<file path="config.mk">
export PLATFORM = sky130hd
export DESIGN_NAME = pbac_ctrl
export DESIGN_NICKNAME = d
export VERILOG_FILES = /design/src/include/pbac_pkg.sv /design/src/rtl/pbac_ctrl.sv /design/src/rtl/pbac_sync2.sv /design/src/rtl/pbac_fall_launch.sv
export SDC_FILE = /design/constraint.sdc
export NUM_CORES = 1
export LEC_CHECK = 0
export BUFFER_PORTS_ARGS = -buffer_cell sky130_fd_sc_hd__buf_2
export CAP_MARGIN = 20
export CORE_UTILIZATION = 35
export DETAILED_ROUTE_END_ITERATION = 10
export SLEW_MARGIN = 20
export SYNTH_ARGS = -nofsm -noshare
export SYNTH_HDL_FRONTEND = slang
export SYNTH_SLANG_ARGS = --single-unit
</file>
<file path="constraint.sdc">
create_clock -name pclk -period 1.6 [get_ports pclk]
set_input_delay 0.32 -clock pclk [delete_from_list [all_inputs] [get_ports pclk]]
set_output_delay 0.32 -clock pclk [all_outputs]
set_load 0.05 [all_outputs]
</file>
<file path="src/include/pbac_pkg.sv">
// pbac_pkg: register map, field layout, reset values and timing counts
// of the peripheral bus acknowledge control block.
// assumes: a 32-bit apb slave at 25 mhz, word-aligned registers.
package pbac_pkg;

    // ==========================================================
    // register byte addresses
    localparam logic [7:0] PBAC_CTRL_ADDR   = 8'h00;
    localparam logic [7:0] PBAC_WINDOW_ADDR = 8'h04;
    localparam logic [7:0] PBAC_STATUS_ADDR = 8'h08;
    localparam logic [7:0] PBAC_CMD_ADDR    = 8'h0c;

    // ==========================================================
    // ctrl fields
    localparam int PBAC_CTRL_DELAY_LSB  = 0;
    localparam int PBAC_CTRL_PHYS_BIT   = 2;
    localparam int PBAC_CTRL_HOLD_BIT   = 3;
    localparam int PBAC_CTRL_SSRST_BIT  = 4;
    // window fields
    localparam int PBAC_WIN_INH_LSB     = 0;
    localparam int PBAC_WIN_BUF_LSB     = 8;
    // status fields
    localparam int PBAC_ST_FAULT_LSB    = 0;
    localparam int PBAC_ST_GRANT_BIT    = 8;
    localparam int PBAC_ST_BYPASS_BIT   = 9;
    localparam int PBAC_ST_ILLEGAL_BIT  = 10;
    localparam int PBAC_ST_BUSY_BIT     = 11;
    localparam int PBAC_ST_HERR_BIT     = 12;
    // cmd fields
    localparam int PBAC_CMD_INT_BIT     = 0;

    // ==========================================================
    // reset values and codes
    localparam logic [1:0] PBAC_DELAY_ADVANCED = 2'h0;
    localparam logic [1:0] PBAC_DELAY_ONE      = 2'h1;
    localparam logic [1:0] PBAC_DELAY_TWO      = 2'h2;
    localparam logic [1:0] PBAC_DELAY_ILLEGAL  = 2'h3;
    localparam logic [1:0] PBAC_DELAY_RESET    = 2'h2;
    localparam logic [4:0] PBAC_INH_RESET      = 5'h00;
    localparam logic [4:0] PBAC_BUF_RESET      = 5'h00;
    localparam int         PBAC_WINDOWS        = 5;
    localparam int         PBAC_UNFAULTABLE    = 4;

    // ==========================================================
    // timing counts, in primary clock cycles
    localparam logic [1:0] PBAC_INT_CYCLES     = 2'h2;
    localparam logic [1:0] PBAC_INH_MIN_CYCLES = 2'h2;

endpackage

</file>
<file path="src/rtl/pbac_ctrl.sv">
// pbac_ctrl: acknowledge, negative acknowledge, inhibit, hold, interrupt and
// subsystem reset logic of the peripheral subsystem port.
// assumes: pins from the subsystem are asynchronous; access status inputs come
// from port logic on pclk; apb master on pclk.
//
// Local design decisions: the APB interface to the registers and the register addresses.
`timescale 1ns/100ps
`default_nettype none
module pbac_ctrl
    import pbac_pkg::*;
#(
    parameter int NWIN = PBAC_WINDOWS
) (
    // clock and reset
    input  wire logic            pclk,
    input  wire logic            presetn,
    // apb slave
    input  wire logic            psel,
    input  wire logic            penable,
    input  wire logic            pwrite,
    input  wire logic [7:0]      paddr,
    input  wire logic [31:0]     pwdata,
    output logic      [31:0]     prdata,
    output logic                 pready,
    output logic                 pslverr,
    // subsystem bus pins
    input  wire logic            latch_strobe,
    input  wire logic            output_enable,
    input  wire logic            access_qualify,
    input  wire logic            chip_select_n,
    input  wire logic            write_n,
    input  wire logic [NWIN-1:0] window_match,
    input  wire logic            hold_grant,
    // access status from port logic
    input  wire logic            access_valid,
    input  wire logic            buf_read_ready,
    input  wire logic            buf_write_space,
    input  wire logic            bus_data_valid,
    input  wire logic            buf_xfer_done,
    input  wire logic            sys_xfer_done,
    input  wire logic            access_fault,
    input  wire logic            interconnect_access,
    input  wire logic            interconnect_absent,
    // subsystem control pins
    output logic                 transfer_ack_n,
    output logic                 nak_n,
    output logic                 memory_inhibit,
    output logic                 bus_hold_request,
    output logic                 interrupt_out,
    output logic                 subsystem_reset_out,
    // pin readback for error detection
    input  wire logic            ack_pin_n,
    input  wire logic            nak_pin_n,
    input  wire logic            inhibit_pin,
    input  wire logic            interrupt_pin,
    input  wire logic            reset_pin,
    output logic                 hw_error
);

    // ==========================================================
    // types and state
    typedef enum logic [2:0] {
        PBAC_IDLE, PBAC_WAIT_SYNC, PBAC_DELAY, PBAC_WAIT_DONE,
        PBAC_NAK, PBAC_HOLD_ACK, PBAC_IGNORE
    } pbac_acc_t;

    typedef struct packed {
        logic [1:0]      delay_code;
        logic            phys_mode;
        logic            hold_req;
        logic            ss_reset;
        logic [NWIN-1:0] inh_en;
        logic [NWIN-1:0] buf_en;
        logic [NWIN-1:0] faulted;
        logic            grant_seen;
        logic            granted;
        logic            bypass;
        logic            herr_seen;
        logic [1:0]      int_cnt;
        logic            ack_en;
        logic [NWIN-1:0] win;
        logic            wr;
        logic            adv_wait;
        pbac_acc_t       acc;
        logic [1:0]      dly;
        logic            ack_n;
        logic            herr;
        logic            ale_q;
        logic            oe_q;
        logic            sync_q;
        logic [3:0]      exp_d1;
        logic [3:0]      exp_d2;
        logic            nak_d1;
        logic            nak_d2;
        logic [31:0]     rdata;
    } pbac_state_t;

    pbac_state_t st;
    pbac_state_t next_st;

    // ==========================================================
    // synchronised pins
    localparam int SW = NWIN + 11;
    logic [SW-1:0] pin_sync;
    logic          ale_s;
    logic          oe_s;
    logic          sync_s;
    logic          cs_n_s;
    logic          wr_n_s;
    logic [NWIN-1:0] win_s;
    logic          grant_s;
    logic [4:0]    rb_s;
    logic          nak_req;

    pbac_sync2 #(
        .WIDTH (SW)
    ) u_sync (
        .pclk     (pclk),
        .presetn  (presetn),
        .async_in ({latch_strobe, output_enable, access_qualify, chip_select_n, write_n,
                    window_match, hold_grant, ack_pin_n, nak_pin_n, inhibit_pin,
                    interrupt_pin, reset_pin}),
        .sync_out (pin_sync)
    );

    assign {ale_s, oe_s, sync_s, cs_n_s, wr_n_s, win_s, grant_s, rb_s} = pin_sync;

    pbac_fall_launch u_nak (
        .pclk    (pclk),
        .presetn (presetn),
        .request (nak_req),
        .out_n   (nak_n)
    );

    assign nak_req = (st.acc == PBAC_NAK);

    // ==========================================================
    // helpers
    // minimum delay after sync
    function automatic logic [1:0] min_delay(input logic [1:0] code, input logic wr,
                                             input logic inh);
        logic [1:0] d;
        d = 2'h0;
        if (inh)
            d = PBAC_INH_MIN_CYCLES;
        else if (code == PBAC_DELAY_ONE)
            d = wr ? 2'h1 : 2'h0;
        else
            d = wr ? 2'h2 : 2'h1;
        return d;
    endfunction

    function automatic logic reg_hit(input logic [7:0] a);
        return (a == PBAC_CTRL_ADDR) || (a == PBAC_WINDOW_ADDR) ||
               (a == PBAC_STATUS_ADDR) || (a == PBAC_CMD_ADDR);
    endfunction

    // ==========================================================
    // combinational outputs
    // unclocked inhibit, gated by chip select
    assign memory_inhibit      = ~chip_select_n & (|(window_match & st.inh_en));
    assign pready              = 1'b1;
    assign pslverr             = psel & penable & ~reg_hit(paddr);
    assign prdata              = st.rdata;
    assign transfer_ack_n      = st.ack_n;
    assign bus_hold_request    = st.hold_req;
    assign interrupt_out       = |st.int_cnt;
    assign subsystem_reset_out = st.ss_reset;
    assign hw_error            = st.herr;

    // ==========================================================
    // next state
    logic ale_rise;
    logic ale_fall;
    logic oe_fall;
    logic sync_rise;
    logic apb_wr;
    logic apb_rd;
    logic buffered;
    logic inh_win;
    logic adv_ok;
    logic done;
    logic nak_cond;
    logic [3:0] exp_now;
    logic [3:0] obs;

    always_comb
    begin
        next_st   = st;
        ale_rise  = ale_s & ~st.ale_q;
        ale_fall  = ~ale_s & st.ale_q;
        oe_fall   = ~oe_s & st.oe_q;
        sync_rise = sync_s & ~st.sync_q;
        apb_wr    = psel & penable & pwrite;
        apb_rd    = psel & ~penable & ~pwrite;
        buffered  = |(st.win & st.buf_en);
        inh_win   = |(st.win & st.inh_en);
        adv_ok    = 1'b0;
        done      = 1'b0;
        nak_cond  = 1'b0;
        exp_now   = {st.ack_n, memory_inhibit, interrupt_out, st.ss_reset};
        obs       = {rb_s[4], rb_s[2], rb_s[1], rb_s[0]};

        next_st.ale_q  = ale_s;
        next_st.oe_q   = oe_s;
        next_st.sync_q = sync_s;
        next_st.herr   = 1'b0;

        // ------------------------------------------------------
        // acknowledge enable flop
        if (ale_rise)
            next_st.ack_en = 1'b1;

        unique case (st.acc)
            PBAC_IDLE:
            begin
                if (ale_fall && !cs_n_s && (|win_s))
                begin
                    next_st.win = win_s;
                    next_st.wr  = ~wr_n_s;
                    if (|(win_s & st.faulted))
                        next_st.acc = PBAC_IGNORE;
                    else
                        next_st.acc = PBAC_WAIT_SYNC;
                end
            end
            PBAC_WAIT_SYNC:
            begin
                // early ack only when valid and ready
                adv_ok = (st.delay_code == PBAC_DELAY_ADVANCED) && buffered && access_valid &&
                         (st.wr ? buf_write_space : buf_read_ready);
                if (adv_ok && st.ack_en)
                begin
                    next_st.ack_n = 1'b0;
                    next_st.acc   = PBAC_HOLD_ACK;
                end
                else if (sync_rise)
                begin
                    // late advanced ack waits for bus data
                    next_st.adv_wait = (st.delay_code == PBAC_DELAY_ADVANCED);
                    next_st.dly = (st.delay_code == PBAC_DELAY_ADVANCED) ? 2'h0 :
                                  min_delay(st.delay_code, st.wr, inh_win);
                    next_st.acc = PBAC_DELAY;
                end
            end
            PBAC_DELAY:
            begin
                if (st.dly == 2'h0)
                    next_st.acc = PBAC_WAIT_DONE;
                else
                    next_st.dly = st.dly - 2'h1;
            end
            PBAC_WAIT_DONE:
            begin
                nak_cond = access_fault ||
                           (st.phys_mode && interconnect_access && interconnect_absent);
                if (st.adv_wait)
                    done = bus_data_valid;
                else if (buffered)
                    done = buf_xfer_done;
                else
                    done = sys_xfer_done;
                if (nak_cond && st.ack_en)
                begin
                    next_st.acc = PBAC_NAK;
                    if (!buffered && !st.win[PBAC_UNFAULTABLE])
                        next_st.faulted = st.faulted | st.win;
                end
                else if (done && st.ack_en)
                begin
                    next_st.ack_n = 1'b0;
                    next_st.acc   = PBAC_HOLD_ACK;
                end
            end
            PBAC_NAK:
            begin
                // ack follows nak by half a clock
                next_st.ack_n = 1'b0;
                next_st.acc   = PBAC_HOLD_ACK;
            end
            PBAC_HOLD_ACK, PBAC_IGNORE:
            begin
                next_st.acc = st.acc;
            end
            default:
            begin
                next_st.acc = PBAC_IDLE;
            end
        endcase

        // output enable fall ends the access
        if (oe_fall)
        begin
            next_st.ack_en   = 1'b0;
            next_st.ack_n    = 1'b1;
            next_st.acc      = PBAC_IDLE;
        end

        // ------------------------------------------------------
        // hold interlock
        if (!st.hold_req)
        begin
            // grant high before request means bypass
            next_st.bypass     = grant_s;
            next_st.grant_seen = 1'b0;
            next_st.granted    = 1'b0;
        end
        else if (st.bypass)
            next_st.granted = 1'b1;
        else
        begin
            if (grant_s)
                next_st.grant_seen = 1'b1;
            if (sync_rise && (st.grant_seen || grant_s))
                next_st.granted = 1'b1;
        end

        // ------------------------------------------------------
        // interrupt pulse counter
        if (st.int_cnt != 2'h0)
            next_st.int_cnt = st.int_cnt - 2'h1;

        // ------------------------------------------------------
        // error detection: readback is two clocks behind the driven value
        next_st.exp_d1 = exp_now;
        next_st.exp_d2 = st.exp_d1;
        next_st.nak_d1 = nak_n;
        next_st.nak_d2 = st.nak_d1;
        // nak and first clock of sync
        if ((rb_s[3] != st.nak_d2) ||
            (sync_rise && (obs[3:2] != st.exp_d2[3:2])))
            next_st.herr = 1'b1;
        if (obs[1:0] != st.exp_d2[1:0])
            next_st.herr = 1'b1;
        if (st.herr)
            next_st.herr_seen = 1'b1;

        // ------------------------------------------------------
        // apb writes
        if (apb_wr)
        begin
            unique case (paddr)
                PBAC_CTRL_ADDR:
                begin
                    next_st.delay_code = pwdata[PBAC_CTRL_DELAY_LSB +: 2];
                    next_st.phys_mode  = pwdata[PBAC_CTRL_PHYS_BIT];
                    next_st.hold_req   = pwdata[PBAC_CTRL_HOLD_BIT];
                    next_st.ss_reset   = pwdata[PBAC_CTRL_SSRST_BIT];
                end
                PBAC_WINDOW_ADDR:
                begin
                    next_st.inh_en = pwdata[PBAC_WIN_INH_LSB +: NWIN];
                    next_st.buf_en = pwdata[PBAC_WIN_BUF_LSB +: NWIN];
                end
                PBAC_STATUS_ADDR:
                begin
                    // clear wins only where no new fault lands this cycle
                    next_st.faulted = next_st.faulted &
                                      ~(pwdata[PBAC_ST_FAULT_LSB +: NWIN] & st.faulted);
                    if (pwdata[PBAC_ST_HERR_BIT] && !st.herr)
                        next_st.herr_seen = 1'b0;
                end
                PBAC_CMD_ADDR:
                begin
                    if (pwdata[PBAC_CMD_INT_BIT])
                        next_st.int_cnt = PBAC_INT_CYCLES;
                end
                default:
                begin
                    next_st.rdata = st.rdata;
                end
            endcase
        end

        // ------------------------------------------------------
        // apb reads, captured in the setup cycle
        if (apb_rd)
        begin
            next_st.rdata = 32'h0000_0000;
            unique case (paddr)
                PBAC_CTRL_ADDR:
                begin
                    next_st.rdata[PBAC_CTRL_DELAY_LSB +: 2] = st.delay_code;
                    next_st.rdata[PBAC_CTRL_PHYS_BIT]       = st.phys_mode;
                    next_st.rdata[PBAC_CTRL_HOLD_BIT]       = st.hold_req;
                    next_st.rdata[PBAC_CTRL_SSRST_BIT]      = st.ss_reset;
                end
                PBAC_WINDOW_ADDR:
                begin
                    next_st.rdata[PBAC_WIN_INH_LSB +: NWIN] = st.inh_en;
                    next_st.rdata[PBAC_WIN_BUF_LSB +: NWIN] = st.buf_en;
                end
                PBAC_STATUS_ADDR:
                begin
                    next_st.rdata[PBAC_ST_FAULT_LSB +: NWIN] = st.faulted;
                    next_st.rdata[PBAC_ST_GRANT_BIT]         = st.granted;
                    next_st.rdata[PBAC_ST_BYPASS_BIT]        = st.bypass;
                    next_st.rdata[PBAC_ST_ILLEGAL_BIT]       = (st.delay_code == PBAC_DELAY_ILLEGAL);
                    next_st.rdata[PBAC_ST_BUSY_BIT]          = (st.acc != PBAC_IDLE);
                    next_st.rdata[PBAC_ST_HERR_BIT]          = st.herr_seen;
                end
                default:
                begin
                    next_st.rdata = 32'h0000_0000;
                end
            endcase
        end
    end

    // ==========================================================
    // state register
    always_ff @(posedge pclk or negedge presetn)
    begin
        if (!presetn)
        begin
            st            <= '0;
            st.delay_code <= PBAC_DELAY_RESET;
            st.inh_en     <= PBAC_INH_RESET[NWIN-1:0];
            st.buf_en     <= PBAC_BUF_RESET[NWIN-1:0];
            st.ack_n      <= 1'b1;
        end
        else
            st <= next_st;
    end

endmodule
`default_nettype wire

</file>
<file path="src/rtl/pbac_sync2.sv">
// pbac_sync2: two-flop synchroniser for a bundle of level inputs.
// assumes: each bit is an independent slow level or pulse of at least two clocks.
`timescale 1ns/100ps
`default_nettype none
module pbac_sync2 #(
    parameter int WIDTH = 1
) (
    // clock and reset
    input  wire logic             pclk,
    input  wire logic             presetn,
    // data
    input  wire logic [WIDTH-1:0] async_in,
    output logic      [WIDTH-1:0] sync_out
);
    logic [WIDTH-1:0] meta;

    always_ff @(posedge pclk or negedge presetn)
    begin
        if (!presetn)
        begin
            meta     <= '0;
            sync_out <= '0;
        end
        else
        begin
            meta     <= async_in;
            sync_out <= meta;
        end
    end
endmodule
`default_nettype wire

</file>
<file path="src/rtl/pbac_fall_launch.sv">
// pbac_fall_launch: active-low output launched from the falling clock edge.
// assumes: request is a posedge-registered level; output idles high.
`timescale 1ns/100ps
`default_nettype none
module pbac_fall_launch (
    // clock and reset
    input  wire logic pclk,
    input  wire logic presetn,
    // request and pin
    input  wire logic request,
    output logic      out_n
);
    always_ff @(negedge pclk or negedge presetn)
    begin
        if (!presetn)
            out_n <= 1'b1;
        else
            out_n <= ~request;
    end
endmodule
`default_nettype wire

</file>
==> impl_results.md <==
- CTS Hold Bufs: 0
- Num rows: 39
- Die height: about 110 microns
- Crit path depth: 1
- Synth Register Bits: slightly below 100
- Fin. Hold Viols: 0
- Cell with the most instances after synthesis: dfrtp_1
- Setup TNS: -1.98 ns
- Clock Skew: around 0.050 ns
- Initial antenna violation count: 0
- First-pass DRT Iterations: 5
- Power Dens Cells: roughly 1300 mW/mm^2
- Number of global-route vias before repair: about 2,800
- Status: complete, but fails checks
- Worst Path Arrival: approximately 1.9 ns
- Critical Setup Path Class: flop to output port
- Unrepaired setup endpoints after global routing: yes
- Slowest-stage cell, CP: dfstp_2
- Slew Limit Fails: 0
- Ports: about 110
- Family with the most delay on the worst path: flip-flops
- Yosys top cell area share: 0.573
- Final HPWL DP: 6660 microns
- FF-to-FF path depth: 6
- Area growth syn-to-layout: 31.4%
- GR Util All Layers: 0.163
- Top_reg_cell synth: dfrtp_1
- Pleak: 2.57 nW
- Setup crit start kind: flop
- Synth warn: 0
- DIE AREA: approximately 0.012 sq mm
- Largest net degree at the start of global routing: slightly below 100
- Pre-CTS WS: -0.275 ns
- Share of layout cells above drive strength 1: 0.444
- CTS root buffer: clkbuf_16
- Slowest stage delay, CP: about 0.53 ns
- GP Congestion: around 0.9
- Final Util: 0.472
- Layout Cells excl Fill: between 500 and 600
- CP cell instances: buf_8
- Syn avg cell area: ~12 sq um
- WP data required: roughly 1.3 ns
- Die Span X: roughly 110 microns
- Wire length per cell: 15.3 microns
- Synth top area cells: dfrtp_1 57%, buf_4 6.0%, mux2_4 3.7%, mux2_2 3.6%, nand2_1 2.2%
- Final setup vio count: 19
- Mapped Cells: about 330
- Nets: ~520
- Total gr overflow: 0
- Worst Setup End Kind: output port
- I/O Buffers: 65
- Area taken by multi-input logic gates: ~0.0017 sq mm
- Synthesized area: around 0.004 sq mm
- Failing checks: negative setup slack
- Vias post-DR: roughly 3,000
- Area of the core: 0.0114 sq mm
- CTS buffer count: 9
- # H-tree levels: 3
- Routed Antenna Nets: 0
- DRC errors left: 0
- Power Total: between 6 and 7 mW
- Max VDD drop: approximately 670 uV
- Hold WC Path Type: input port to asynchronous set/reset pin
- Filler cells: roughly 1,100
- Buf+Inv Stages, Crit Path: 1
- Vias/cell: around 4.9
- Initial Util: 0.359
- Max transition margin: 0.655
- Async SR Flop Fraction: 1.00
- Max-cap check violation count: 0
- Top cells by count, synth: 94 x dfrtp_1, 33 x buf_4, 24 x nand2_1
- CTS tree: built
- Clock Tree Buf Depth: 2
- # diodes: 0
- First-pass GRT wire length: between 10,000 and 15,000 microns
- Post-synthesis sequential area ratio: 0.593
- Post-synth cell types: between 50 and 60
- PnR worst setup slack: -0.586 ns
- Routed wire length: a little over 9000 microns
- First DRT Iteration DRCs: between 100 and 150
- Clock Latency Late Sink: around 0.4 ns
- Clock transition at the registers of the reported paths: 0.07 ns
- Register area: around 0.0024 sq mm
- Sink Count: 97
- Post-synth EDFFs: 0
- Placed Cells incl. Taps: about 570
- Largest area contributor in the synthesized netlist: dfrtp_1
- Crit-path max FO: 2
- Slew @ Worst Pin: 0.518 ns
==> cell type report <==
| type | instances | share of cell area |
|---|---|---|
| Sequential cell | 97 | 0.452 |
| Timing Repair Buffer | 121 | 0.150 |
| Clock inverter | 8 | 0.0128 |
| Tap cell | 143 | 0.0332 |
| Inverter | 5 | 0.00348 |
| Clock buffer | 9 | 0.0418 |
| Multi-Input combinational cell | 210 | 0.307 |
==> power by group <==
part | leakage (nW) | internal (mW) | switching [mW] | total, mW
clock network | 0.142 | 1.09 | 0.982 | 2.07
registers | 1.20 | 2.75 | 0.233 | 2.99
logic | 1.22 | 0.912 | 0.979 | 1.89
==> path summary, 6_finish.rpt <==
check | end | startpoint | slack, ns
worst max-delay path | nak_n | u_nak.out_n$_DFF_NN1_ | -0.59
worst min-delay path | next_st[32]$_DFF_PN0_ | presetn | 0.005
worst max register to register | st[52]$_DFFE_PN0P_ | st[71]$_DFFE_PN0P_ | -0.13
worst min register to register | u_sync.sync_out[3]$_DFF_PN0_ | u_sync.meta[3]$_DFF_PN0_ | 0.35
max in group asynchronous | u_nak.out_n$_DFF_NN1_ | presetn | 0.90
min in group pclk | u_sync.meta[2]$_DFF_PN0_ | inhibit_pin | 0.07
==> cell families (layout without fill, tap and decap cells) <==
| logic type | count (synthesis) | count (layout) | share of synthesized area |
|---|---|---|---|
| AO/OA/AOI/OAI | 70 | 70 | 0.115 |
| XOR/XNOR | 6 | 6 | 0.0128 |
| adder cells (fa/ha/maj) | 2 | 2 | 0.00610 |
| buffers and inverters | 46 | 143 | 0.0744 |
| flip-flops | 97 | 97 | 0.593 |
| multiplexers | 30 | 30 | 0.0894 |
| other | 2 | 23 | 0.00183 |
| AND/OR/NAND/NOR | 79 | 79 | 0.108 |
==> metal layers <==
layer,routed length (microns),GRT usage,vias to the layer above,part of all wire
met5,0,0,-,0
met4,231,0.0780,0,0.025
met3,507,0.0406,15,0.056
met2,4420,0.253,91,0.49
met1,3900,0.212,1450,0.43
li1,-,-,1365,-
==> metrics by stage <==
| stage | area (sq um) | hold slack (ns) |
|---|---|---|
| after floorplan | 4220 | 0.0244 |
| after global placement | 4800 | 0.331 |
| after detailed placement | 4800 | 0.336 |
| after CTS | 5250 | 0.0561 |
| after global routing | 5390 | 0.0604 |
| final | 5390 | 0.00527 |
==> placed cells by master (no fill, tap or decap), types with 4 or more instances in the layout <==
master and count:
a222oi_1 4, buf_2 60, inv_1 6, nor2_1 9, a21oi_2 5, nand2b_1 6, mux2_2 6, buf_6 8
clkbuf_16 9, a22o_1 5, a21oi_1 5, o21ai_0 13, mux2i_1 7, conb_1 23, nor2_4 4, dfrtp_1 92
a31oi_1 4, nor2b_1 4, and3_1 4, xor2_1 4, nand2_1 22, mux2_4 17, a22oi_1 7, buf_4 51
==> registers in the layout (all words and copies together) (netlist names) <==
signal               count
bus_hold_request         1
u_sync.sync_out         16
next_st                  5
u_sync.meta             16
prdata                  10
u_nak.out_n              1
hw_error                 1
subsystem_reset_out      1
st                      45
transfer_ack_n           1
==> what timing repair did <==
action,4_1_cts,5_1_grt
buffers inserted,10,1
pin swaps,13,19
resized for setup,25,33
endpoints found under the hold margin,0,0
endpoints found under the setup margin,20,22
(Power assumes the default switching activity.)
